## config.mk

```make
export PLATFORM = sky130hd
export DESIGN_NAME = backlight_brightness_control
export DESIGN_NICKNAME = d
export VERILOG_FILES = /design/src/backlight_pkg.sv /design/src/backlight_brightness_control.sv /design/src/duty_detector.sv /design/src/current_mapper.sv
export SDC_FILE = /design/constraint.sdc
export NUM_CORES = 2
export LEC_CHECK = 0
export ABC_AREA = 0
export BUFFER_PORTS_ARGS = -buffer_cell sky130_fd_sc_hd__buf_2
export CAP_MARGIN = 30
export CELL_PAD_IN_SITES_DETAIL_PLACEMENT = 1
export CELL_PAD_IN_SITES_GLOBAL_PLACEMENT = 1
export CORE_UTILIZATION = 50
export CTS_BUF_LIST = sky130_fd_sc_hd__clkbuf_4 sky130_fd_sc_hd__clkbuf_8
export CTS_CLUSTER_DIAMETER = 80
export DETAILED_ROUTE_END_ITERATION = 16
export PLACE_DENSITY_LB_ADDON = 0.1
export SLEW_MARGIN = 30
export SYNTH_ARGS = -nofsm -noshare
export SYNTH_HDL_FRONTEND = slang
export SYNTH_HIERARCHICAL = 1
export SYNTH_SLANG_ARGS = --single-unit
export TNS_END_PERCENT = 1
```

## constraint.sdc

```tcl
create_clock -name clk_in -period 17.87 [get_ports clk_in]
set_input_delay 1.787 -clock clk_in [delete_from_list [all_inputs] [get_ports clk_in]]
set_output_delay 1.787 -clock clk_in [all_outputs]
set_load 0.005 [all_outputs]
```

## src/backlight_pkg.sv

```systemverilog
// Purpose: shared constants and types for the backlight brightness path
// Assumes: 200 MHz system clock, byte-wide register port
// Notes:   offsets are register addresses on the byte register port
package backlight_pkg;

  // ****************************************************************
  // clocking and timing
  // ****************************************************************
  localparam int CLK_HZ          = 200_000_000;
  localparam int SAMPLE_SLOW_HZ  = 1_000_000;
  localparam int SAMPLE_FAST_HZ  = 4_000_000;
  localparam int DIV_SLOW        = CLK_HZ / SAMPLE_SLOW_HZ;
  localparam int DIV_FAST        = CLK_HZ / SAMPLE_FAST_HZ;
  localparam int TIMEOUT_SLOW_MS = 25;
  localparam int TIMEOUT_FAST_MS = 3;
  localparam int SLOPE_STEPS     = 256;
  localparam int CYCLES_PER_MS   = CLK_HZ / 1000;

  // ****************************************************************
  // register map
  // ****************************************************************
  localparam logic [7:0] ADDR_CURVE_POL = 8'h02;
  localparam logic [7:0] ADDR_DUTY_SAMP = 8'h03;
  localparam logic [7:0] ADDR_BRT_LOW   = 8'h04;
  localparam logic [7:0] ADDR_BRT_HIGH  = 8'h05;
  localparam logic [7:0] ADDR_DUTY_CTL  = 8'h09;
  localparam logic [7:0] ADDR_BL_ENABLE = 8'h0a;
  localparam logic [7:0] REG_RESET      = 8'h00;

  localparam int BIT_CURVE    = 4;
  localparam int BIT_POLARITY = 3;
  localparam int BIT_RATE     = 2;
  localparam int SLOPE_LSB    = 3;
  localparam int BIT_PWM_EN   = 6;
  localparam int BIT_MASTER   = 0;
  localparam int BIT_SINK_ONE = 4;
  localparam int BIT_SINK_TWO = 3;
  localparam int LOW_BITS     = 3;

  // ****************************************************************
  // widths and types
  // ****************************************************************
  localparam int CODE_W = 11;
  localparam int DUTY_W = 12;
  localparam int CUR_W  = 25;
  localparam logic [DUTY_W-1:0] DUTY_FULL = 12'h800;

  typedef struct packed {
    logic       curve_select;
    logic       invert_polarity;
    logic       duty_sample_rate_select;
    logic [3:0] slope_time_select;
    logic       pwm_enable;
    logic       backlight_master_enable;
    logic       sink_one_enable;
    logic       sink_two_enable;
  } cfg_t;

  typedef enum logic [1:0] {SLOPE_IDLE, SLOPE_RUN} slope_state_t;

endpackage

```

## src/backlight_brightness_control.sv

```systemverilog
// Purpose: brightness register, pwm duty product, sloper, sink enables
// Assumes: byte register port is the decoded output of the serial host
//          interface; pwm pin is asynchronous
// Notes:   sink current leaves as a code in nA
//
// How it works
// - active needs master, a sink, nonzero brightness
// - zero brightness or master off disables
// - code splits three low, eight high bits
// - code takes effect on high-register write
// - pwm timeout with input held low shuts down
// - combined mode: zero code or duty shuts down
// - sink two enable drives both sinks
// - pwm enabled: code times duty, then mapped
// - register mode ignores the pwm pin
// - exponential curve, 50uA times 1.003040572 power
// - linear curve, 37.8055uA plus 12.1945uA per code
// - one bit picks exponential or linear
// - slope time 0 to 8000ms, fixed
// - period measured rising edge to rising edge
// - polarity bit inverts pwm input
// - sample rate bit picks 1 or 4 MHz
// - input held high past timeout means full
`timescale 1ns/100ps
`default_nettype none
module backlight_brightness_control #(
  parameter int timeout_slow_samples =
    backlight_pkg::TIMEOUT_SLOW_MS * (backlight_pkg::SAMPLE_SLOW_HZ / 1000),
  parameter int timeout_fast_samples =
    backlight_pkg::TIMEOUT_FAST_MS * (backlight_pkg::SAMPLE_FAST_HZ / 1000),
  parameter int slope_tick_per_ms =
    backlight_pkg::CYCLES_PER_MS / backlight_pkg::SLOPE_STEPS
) (
  // clock and reset
  input  wire logic        clk_in,
  input  wire logic        srst_in,
  // register port
  input  wire logic [7:0]  reg_addr_in,
  input  wire logic [7:0]  reg_wdata_in,
  input  wire logic        reg_wr_in,
  input  wire logic        reg_rd_in,
  output logic [7:0]       reg_rdata_out,
  output logic             reg_rvalid_out,
  // pwm pin
  input  wire logic        pwm_in,
  // sinks
  output logic             sink_one_output_out,
  output logic             sink_two_output_out,
  output logic [24:0]      sink_current_na_out,
  output logic             backlight_active_out
);

  // ****************************************************************
  // declarations
  // ****************************************************************
  logic [7:0]  curve_polarity_config;
  logic [7:0]  duty_sampling_config;
  logic [7:0]  brightness_low_bits;
  logic [7:0]  brightness_high_bits;
  logic [7:0]  duty_input_control;
  logic [7:0]  backlight_enable_control;
  logic [10:0] brightness_code;
  backlight_pkg::cfg_t cfg;

  logic        pwm_meta;
  logic        pwm_sync;
  logic [7:0]  sample_cnt;
  logic        sample_en;
  logic [15:0] timeout_samples;
  logic [11:0] duty;
  logic        pwm_timed_out;
  logic [22:0] product;
  logic [10:0] effective_code;
  logic        active;
  logic [10:0] target;

  backlight_pkg::slope_state_t slope_state;
  logic [18:0] level_fx;
  logic [10:0] slope_inc;
  logic        slope_up;
  logic [8:0]  steps_left;
  logic [31:0] tick_cnt;
  logic [31:0] tick_period;
  logic [10:0] last_target;

  // slope times in ms, index is slope_time_select
  function automatic logic [13:0] slope_ms(input logic [3:0] sel);
    case (sel)
      4'h0:    slope_ms = 14'd0;
      4'h1:    slope_ms = 14'd1;
      4'h2:    slope_ms = 14'd2;
      4'h3:    slope_ms = 14'd5;
      4'h4:    slope_ms = 14'd10;
      4'h5:    slope_ms = 14'd20;
      4'h6:    slope_ms = 14'd50;
      4'h7:    slope_ms = 14'd100;
      4'h8:    slope_ms = 14'd250;
      4'h9:    slope_ms = 14'd500;
      4'ha:    slope_ms = 14'd800;
      4'hb:    slope_ms = 14'd1000;
      4'hc:    slope_ms = 14'd2000;
      4'hd:    slope_ms = 14'd4000;
      4'he:    slope_ms = 14'd6000;
      default: slope_ms = 14'd8000;
    endcase
  endfunction

  // ****************************************************************
  // register writes
  // ****************************************************************
  always_ff @(posedge clk_in)
  begin
    if (srst_in)
    begin
      curve_polarity_config    <= backlight_pkg::REG_RESET;
      duty_sampling_config     <= backlight_pkg::REG_RESET;
      brightness_low_bits      <= backlight_pkg::REG_RESET;
      brightness_high_bits     <= backlight_pkg::REG_RESET;
      duty_input_control       <= backlight_pkg::REG_RESET;
      backlight_enable_control <= backlight_pkg::REG_RESET;
    end
    else if (reg_wr_in)
    begin
      case (reg_addr_in)
        backlight_pkg::ADDR_CURVE_POL: curve_polarity_config <= reg_wdata_in;
        backlight_pkg::ADDR_DUTY_SAMP: duty_sampling_config  <= reg_wdata_in;
        backlight_pkg::ADDR_BRT_LOW:   brightness_low_bits   <= reg_wdata_in;
        backlight_pkg::ADDR_BRT_HIGH:  brightness_high_bits  <= reg_wdata_in;
        backlight_pkg::ADDR_DUTY_CTL:  duty_input_control    <= reg_wdata_in;
        backlight_pkg::ADDR_BL_ENABLE:
          backlight_enable_control <= reg_wdata_in;
        default: ;
      endcase
    end
  end

  // low bits are staged; the code only moves on a high write
  always_ff @(posedge clk_in)
  begin
    if (srst_in)
      brightness_code <= 11'h000;
    else if (reg_wr_in && reg_addr_in == backlight_pkg::ADDR_BRT_HIGH)
      brightness_code <= {reg_wdata_in,
                          brightness_low_bits[backlight_pkg::LOW_BITS-1:0]};
  end

  // ****************************************************************
  // register reads
  // ****************************************************************
  always_ff @(posedge clk_in)
  begin
    if (srst_in)
    begin
      reg_rdata_out  <= 8'h00;
      reg_rvalid_out <= 1'b0;
    end
    else
    begin
      reg_rvalid_out <= reg_rd_in;
      if (reg_rd_in)
      begin
        case (reg_addr_in)
          backlight_pkg::ADDR_CURVE_POL:
            reg_rdata_out <= curve_polarity_config;
          backlight_pkg::ADDR_DUTY_SAMP: reg_rdata_out <= duty_sampling_config;
          backlight_pkg::ADDR_BRT_LOW:   reg_rdata_out <= brightness_low_bits;
          backlight_pkg::ADDR_BRT_HIGH:  reg_rdata_out <= brightness_high_bits;
          backlight_pkg::ADDR_DUTY_CTL:  reg_rdata_out <= duty_input_control;
          backlight_pkg::ADDR_BL_ENABLE:
            reg_rdata_out <= backlight_enable_control;
          default: reg_rdata_out <= 8'h00;
        endcase
      end
    end
  end

  // ****************************************************************
  // configuration fields
  // ****************************************************************
  always_comb
  begin
    cfg.curve_select =
      curve_polarity_config[backlight_pkg::BIT_CURVE];
    cfg.invert_polarity =
      curve_polarity_config[backlight_pkg::BIT_POLARITY];
    cfg.duty_sample_rate_select =
      duty_sampling_config[backlight_pkg::BIT_RATE];
    cfg.slope_time_select =
      duty_sampling_config[backlight_pkg::SLOPE_LSB +: 4];
    cfg.pwm_enable =
      duty_input_control[backlight_pkg::BIT_PWM_EN];
    cfg.backlight_master_enable =
      backlight_enable_control[backlight_pkg::BIT_MASTER];
    cfg.sink_one_enable =
      backlight_enable_control[backlight_pkg::BIT_SINK_ONE];
    cfg.sink_two_enable =
      backlight_enable_control[backlight_pkg::BIT_SINK_TWO];
  end

  // ****************************************************************
  // pwm pin sampling
  // ****************************************************************
  always_ff @(posedge clk_in)
  begin
    if (srst_in)
    begin
      pwm_meta <= 1'b0;
      pwm_sync <= 1'b0;
    end
    else
    begin
      pwm_meta <= pwm_in;
      pwm_sync <= pwm_meta;
    end
  end

  // one pulse per pwm sample at 1 or 4 MHz
  always_ff @(posedge clk_in)
  begin
    if (srst_in)
      sample_cnt <= 8'h00;
    else if (sample_en)
      sample_cnt <= 8'h00;
    else
      sample_cnt <= sample_cnt + 8'h01;
  end

  assign sample_en = cfg.duty_sample_rate_select
    ? (sample_cnt == 8'(backlight_pkg::DIV_FAST - 1))
    : (sample_cnt == 8'(backlight_pkg::DIV_SLOW - 1));

  assign timeout_samples = cfg.duty_sample_rate_select
    ? 16'(timeout_fast_samples)
    : 16'(timeout_slow_samples);

  duty_detector detector (
    .clk_in        (clk_in),
    .srst_in       (srst_in),
    .sample_en_in  (sample_en),
    .level_in      (pwm_sync ^ cfg.invert_polarity),
    .timeout_in    (timeout_samples),
    .duty_out      (duty),
    .timed_out_out (pwm_timed_out)
  );

  // ****************************************************************
  // effective code and enable
  // ****************************************************************
  always_comb
  begin
    product = {1'b0, brightness_code} * {11'h000, duty};
    // duty tops out at 2048, so the product never passes the code
    effective_code = cfg.pwm_enable ? product[21:11]
                                    : brightness_code;
    active = cfg.backlight_master_enable
           && (cfg.sink_one_enable || cfg.sink_two_enable)
           && effective_code != 11'h000;
    target = active ? effective_code : 11'h000;
  end

  // sinks switch with the enable, current follows the sloper
  always_ff @(posedge clk_in)
  begin
    if (srst_in)
    begin
      sink_one_output_out  <= 1'b0;
      sink_two_output_out  <= 1'b0;
      backlight_active_out <= 1'b0;
    end
    else
    begin
      backlight_active_out <= active;
      sink_one_output_out  <= active;
      sink_two_output_out  <= active && cfg.sink_two_enable;
    end
  end

  // ****************************************************************
  // sloper: fixed 256 steps, whatever the distance; slope time 0 jumps at once
  // ****************************************************************
  assign tick_period = 32'(slope_ms(cfg.slope_time_select))
                     * 32'(slope_tick_per_ms);

  always_ff @(posedge clk_in)
  begin
    if (srst_in)
    begin
      slope_state <= backlight_pkg::SLOPE_IDLE;
      level_fx    <= 19'h00000;
      slope_inc   <= 11'h000;
      slope_up    <= 1'b0;
      steps_left  <= 9'h000;
      tick_cnt    <= 32'h00000000;
      last_target <= 11'h000;
    end
    else
    begin
      last_target <= target;
      case (slope_state)
        backlight_pkg::SLOPE_IDLE:
        begin
          if (target != level_fx[18:8])
          begin
            if (tick_period == 32'h00000000)
              level_fx <= {target, 8'h00};
            else
            begin
              slope_up    <= target > level_fx[18:8];
              slope_inc   <= (target > level_fx[18:8])
                           ? target - level_fx[18:8]
                           : level_fx[18:8] - target;
              steps_left  <= 9'(backlight_pkg::SLOPE_STEPS);
              tick_cnt    <= 32'h00000000;
              slope_state <= backlight_pkg::SLOPE_RUN;
            end
          end
        end
        backlight_pkg::SLOPE_RUN:
        begin
          // a new target restarts the ramp from where it stands
          if (target != last_target)
            slope_state <= backlight_pkg::SLOPE_IDLE;
          else if (tick_cnt + 32'h00000001 >= tick_period)
          begin
            tick_cnt   <= 32'h00000000;
            steps_left <= steps_left - 9'h001;
            if (steps_left == 9'h001)
            begin
              level_fx    <= {target, 8'h00};
              slope_state <= backlight_pkg::SLOPE_IDLE;
            end
            else if (slope_up)
              level_fx <= level_fx + {8'h00, slope_inc};
            else
              level_fx <= level_fx - {8'h00, slope_inc};
          end
          else
            tick_cnt <= tick_cnt + 32'h00000001;
        end
        default: slope_state <= backlight_pkg::SLOPE_IDLE;
      endcase
    end
  end

  // ****************************************************************
  // mapping
  // ****************************************************************
  current_mapper mapper (
    .clk_in          (clk_in),
    .srst_in         (srst_in),
    .curve_select_in (cfg.curve_select),
    .level_in        (level_fx[18:8]),
    .current_na_out  (sink_current_na_out)
  );

endmodule
`default_nettype wire

```

## src/duty_detector.sv

```systemverilog
// Purpose: measures pwm duty between rising edges, with timeout
// Assumes: level input already synchronised, one sample per sample_en
// Notes:   duty 2048 means 100 percent
`timescale 1ns/100ps
`default_nettype none
module duty_detector (
  // clock and reset
  input  wire logic        clk_in,
  input  wire logic        srst_in,
  // samples
  input  wire logic        sample_en_in,
  input  wire logic        level_in,
  input  wire logic [15:0] timeout_in,
  // result
  output logic [11:0]      duty_out,
  output logic             timed_out_out
);
  logic        prev;
  logic        seen;
  logic [15:0] period_cnt;
  logic [15:0] high_cnt;
  logic [16:0] rem;
  logic [15:0] div_period;
  logic [11:0] quot;
  logic [3:0]  iter;
  logic        rise;
  logic [16:0] rem_sh;

  assign rise   = level_in & ~prev;
  assign rem_sh = {rem[15:0], 1'b0};

  // ****************************************************************
  // period and high time counting
  // ****************************************************************
  always_ff @(posedge clk_in)
  begin
    if (srst_in)
    begin
      prev       <= 1'b0;
      seen       <= 1'b0;
      period_cnt <= 16'h0000;
      high_cnt   <= 16'h0000;
      timed_out_out <= 1'b1;
    end
    else if (sample_en_in)
    begin
      prev <= level_in;
      if (rise)
      begin
        seen       <= 1'b1;
        period_cnt <= 16'h0001;
        high_cnt   <= 16'h0001;
        timed_out_out <= 1'b0;
      end
      else
      begin
        if (period_cnt != 16'hffff)
          period_cnt <= period_cnt + 16'h0001;
        if (level_in && high_cnt != 16'hffff)
          high_cnt <= high_cnt + 16'h0001;
        if (period_cnt >= timeout_in)
          timed_out_out <= 1'b1;
      end
    end
  end

  // ****************************************************************
  // serial divide: high * 2048 / period, 11 steps
  // ****************************************************************
  always_ff @(posedge clk_in)
  begin
    if (srst_in)
    begin
      rem        <= 17'h00000;
      div_period <= 16'h0001;
      quot       <= 12'h000;
      iter       <= 4'h0;
      duty_out   <= 12'h000;
    end
    else if (sample_en_in && rise && seen && !timed_out_out)
    begin
      rem        <= {1'b0, high_cnt};
      div_period <= period_cnt;
      quot       <= 12'h000;
      iter       <= 4'hb;
    end
    else if (iter != 4'h0)
    begin
      iter <= iter - 4'h1;
      if (rem_sh >= {1'b0, div_period})
      begin
        rem  <= rem_sh - {1'b0, div_period};
        quot <= {quot[10:0], 1'b1};
      end
      else
      begin
        rem  <= rem_sh;
        quot <= {quot[10:0], 1'b0};
      end
      if (iter == 4'h1)
        duty_out <= {quot[10:0], rem_sh >= {1'b0, div_period}};
    end
    else if (timed_out_out)
      duty_out <= level_in ? backlight_pkg::DUTY_FULL : 12'h000;
  end
endmodule
`default_nettype wire

```

## src/current_mapper.sv

```systemverilog
// Purpose: maps an 11-bit level to sink current in nA
// Assumes: exponential curve uses a linear fraction for 2^f
// Notes:   result registered, one cycle latency
`timescale 1ns/100ps
`default_nettype none
module current_mapper (
  // clock and reset
  input  wire logic        clk_in,
  input  wire logic        srst_in,
  // level in
  input  wire logic        curve_select_in,
  input  wire logic [10:0] level_in,
  // current out
  output logic [24:0]      current_na_out
);
  // log2(1.003040572) scaled by 2^16
  localparam logic [19:0] LOG_STEP   = 20'h0011f;
  localparam logic [24:0] EXP_BASE   = 25'd50000;
  localparam logic [31:0] LIN_OFFSET = 32'd378055;
  localparam logic [31:0] LIN_SLOPE  = 32'd121945;
  localparam logic [31:0] LIN_SCALE  = 32'd10;

  logic [19:0] expo;
  logic [33:0] exp_mant;
  logic [33:0] exp_val;
  logic [31:0] lin_val;

  always_comb
  begin
    expo     = {9'h000, level_in} * LOG_STEP;
    exp_mant = {9'h000, EXP_BASE} * {25'h0, 1'b1, expo[15:8]};
    exp_val  = (exp_mant << expo[19:16]) >> 8;
    lin_val  = (LIN_OFFSET + LIN_SLOPE * {21'h0, level_in})
             / LIN_SCALE;
  end

  always_ff @(posedge clk_in)
  begin
    if (srst_in)
      current_na_out <= 25'h0000000;
    else if (level_in == 11'h000)
      current_na_out <= 25'h0000000;
    else if (curve_select_in)
      current_na_out <= lin_val[24:0];
    else
      current_na_out <= exp_val[24:0];
  end
endmodule
`default_nettype wire

```

==> summary.md <==
| Metric | Value |
|---|---|
| Worst Hold Launch | `brightness_low_bits[3]` |
| Nets | `5,152` |
| Peak VDD IR | `0.04934 mV` |
| I/O pin count | `58` |
| Core area | `70,510 sq um` |
| Worst Path Arrival | `17.05 ns` |
| Clock power frac | `46.5%` |
| FP Rows | `between 90 and 100` |
| Hold depth | `2` |
| Clock Pin Slew Worst Setup and Hold Paths | `0.06 ns` |
| Worst hold endpoint | `brightness_low_bits[3]` |
| Final WL | `106,500 microns` |
| Port bufs | `57` |
| Synth cell count leaders | `inv_1, nand2_1, ha_1, nor2_1, a21oi_1` |
| Cell Pwr Density | `38.79 nW/um^2` |
| HP Class | `reg2reg` |
| Initial antenna violation count | `2` |
| Die height | `between 200 and 300 microns` |
| Reg2reg end | `mapper/current_na_out[0]` |
| Vias in the first global route | `around 34,000` |
| Mapped Area | `35,910 sq um` |
| Starting density of the core | `50.92%` |
| Yosys reg bits | `approximately 290` |
| Endpoints failing hold | `0` |
| Clock root buffer | `clkbuf_8` |
| Routed Antenna Nets | `0` |
| Int Pwr | `1.072 mW` |
| Max incr delay on CP | `0.80 ns` |
| First-pass GRT wire length | `177,000 microns` |
| Setup slack after layout | `1.303 ns` |
| Sequential power share | `between 40 and 50%` |
| Slew @ Worst Pin | `0.9478 ns` |
| Max Slew Vio Count | `0` |
| Period minus WS final | `16.57 ns` |
| MaxCap Viol Count | `0` |
| Most used cell along the critical path | `fa_1` |
| Critical Path RT | `18.36 ns` |
| H-tree levels | `2` |
| Cells on worst reg2reg path | `46` |
| Post-Route Setup TNS | `0 ns` |
| DP Wirelength | `84,040 microns` |
| CP Launch Type | `flop` |
| Crit end category | `flop` |
| Syn Inst Count | `~4,500` |
| Top post-synthesis cells by area | `dfxtp_1, ha_1, fa_1` |
| Sw frac | `27.41%` |
| Post-CTS Hold Buffers | `0` |
| GRT overflow | `0` |
| Placed Cells | `5,368` |
| Combinational group share of total power | `roughly 8.7%` |
| Number of enable flip-flop cells after synthesis | `0` |
| DRC | `0` |
| Psw | `405.0 uW` |
| Cell with the most instances after synthesis | `inv_1` |
| Total number of vias | `approximately 33,000` |
| Clock Path Buffers | `3` |
| Setup bufs post-CTS | `0` |
| Final Core Density | `54.01%` |
| Reg-to-reg critical path startpoint | `level_fx[16]` |
| Placement Setup Slack | `1.534 ns` |
| Drt wl/cell | `19.48 microns` |
| Area Growth Syn to Fin | `6.066%` |
| Vias per cell | `5.972` |
| Die area | `72,890 sq um` |
| Synth cell types | `129` |
| Clk_lat worst skew | `0.67 ns` |
| Crit share post-route | `~93%` |
| Leakage | `17.48 nW` |
| Share of layout cells above drive strength 1 | `7.454%` |
| Async S/R FF share, synth | `0%` |
| Worst slew margin | `36.52%` |
| RSZ-0062 raised after global routing | `no` |
| Num CTS Buffers | `55` |
| Sequential-to-total area share from yosys stat | `~16%` |
| Post-synth top flop | `dfxtp_1` |
| Finished Layout Cells | `about 5,500` |
| 1st-pass router iterations | `5` |
| CTS tree | `yes` |
| Global-route usage over all layers | `29.02%` |
| CP max stage cell | `and3_1` |
| Fillers | `8,785` |
| Fin area | `around 38,000 sq um` |
| Placed cell areas | `36,850 sq um` |
| Layout Skew | `0.04494 ns` |
| Yosys warns | `6` |
| Post-synth top area share | `16.06%` |
| Gp weighted congestion | `0.8992` |
| Largest net degree at the start of global routing | `73` |
| Yosys top cell by area | `dfxtp_1` |
| Final setup viols | `0` |
| Crit Path Category | `reg2reg` |
| Run status | `completed` |
| Avg Cell Area, Syn | `7.904 sq um` |
| F_max | `60.36 MHz` |
| DRT iter0 DRCs | `1,682` |
| Post-cts sizing count | `0` |
| CTS sink count | `around 290` |
| Internal reg-to-reg setup slack | `1.30 ns` |
| Crit path max fanout | `23` |
| DIE WIDTH | `270.0 microns` |
## state kept, by name, indices dropped and copies added, names as in the netlist, 8 cells and up, named ones only
| signal | flops |
|---|---|
| tick_cnt | 32 |
| mapper/current_na_out | 25 |
| level_fx | 19 |
| detector/div_period | 16 |
| detector/high_cnt | 16 |
| detector/period_cnt | 16 |
| detector/rem | 16 |
| detector/duty_out | 12 |
| detector/quot | 11 |
| last_target | 11 |
| slope_inc | 11 |
| steps_left | 9 |
| backlight_enable_control | 8 |
| brightness_high_bits | 8 |
| brightness_low_bits | 8 |
| curve_polarity_config | 8 |
| duty_input_control | 8 |
| duty_sampling_config | 8 |
| reg_rdata_out | 8 |
| sample_cnt | 8 |
## per-layer routing
metal	vias to the layer above	share of wire (%)	track usage [%]
met1	16240	45	37.15
met3	146	2.8	2.552
met4	0	2.5	7.685
li1	15780	-	-
met2	483	50	51.92
met5	-	0	0
## kinds of logic after synthesis
logic type,Yosys count,share of synthesized area (%)
flops,288,16.06
mux,118,3.418
buf+inv,733,7.979
compound gates,1054,20.28
simple gates,1510,20.43
fa+ha+maj,648,27.18
other cells,2,0.02091
xor+xnor,190,4.634
## layout make-up
class	instances	area [sq um]	area share, %
diodes	5	12.51	0.03285
multi-input cells	3529	27460	72.10
well taps	940	1176	3.088
clock buffers	83	1036	2.720
clock inverters	9	107.6	0.2825
repair buffers	98	596.8	1.567
flip-flops and latches	288	5768	15.14
inverters	514	1929	5.066
## power by group through the flow
stage          logic [mW]  registers (mW)  clock network (mW)
2_1_floorplan      0.0917           0.669                   0
3_3_place_gp        0.123           0.676                   0
3_5_place_dp        0.126           0.676                   0
4_1_cts             0.127           0.662               0.706
5_1_grt             0.138           0.663               0.736
6_report            0.128           0.662               0.687
## placed cells by master (no fill, tap or decap), types with 66 or more instances in the layout
cell,synthesis,routed
fa_1,221,221
xor2_1,90,85
o21ai_0,148,148
ha_1,424,424
mux2i_1,95,95
xnor2_1,100,96
nor3_1,91,90
nand3_1,139,139
a21oi_1,316,316
nor2_1,363,362
and2_1,93,93
inv_1,512,512
dfxtp_1,288,286
clkbuf_8,0,66
nand2_1,456,454
## metrics by stage
stage | hold slack (ns) | total power, mW
floorplan | 0.4138 | 0.7608
global placement | 0.4255 | 0.7984
detailed placement | 0.4490 | 0.8018
CTS | 0.4559 | 1.495
global route | 0.4720 | 1.537
finish | 0.4544 | 1.477
## worst max path at each step
stage	start	to	cells past startpoint
floorplan	level_fx[17]	mapper/current_na_out[0]	55
global placement	level_fx[18]	mapper/current_na_out[0]	46
detailed placement	level_fx[18]	mapper/current_na_out[0]	48
CTS	level_fx[16]	mapper/current_na_out[0]	46
global route	level_fx[17]	mapper/current_na_out[0]	49
finish	level_fx[16]	mapper/current_na_out[0]	46
## worst max-delay path, delay by kind of cell (launching register included)
| family | cells | cell delay (ns) |
|---|---|---|
| buffers and inverters | 4 | 0.45 |
| flip-flops | 1 | 0.74 |
| AND/OR/NAND/NOR | 18 | 5.94 |
| AO/OA/AOI/OAI | 18 | 6.23 |
| adder cells (fa/ha/maj) | 6 | 3.01 |
(Power assumes the default switching activity.)
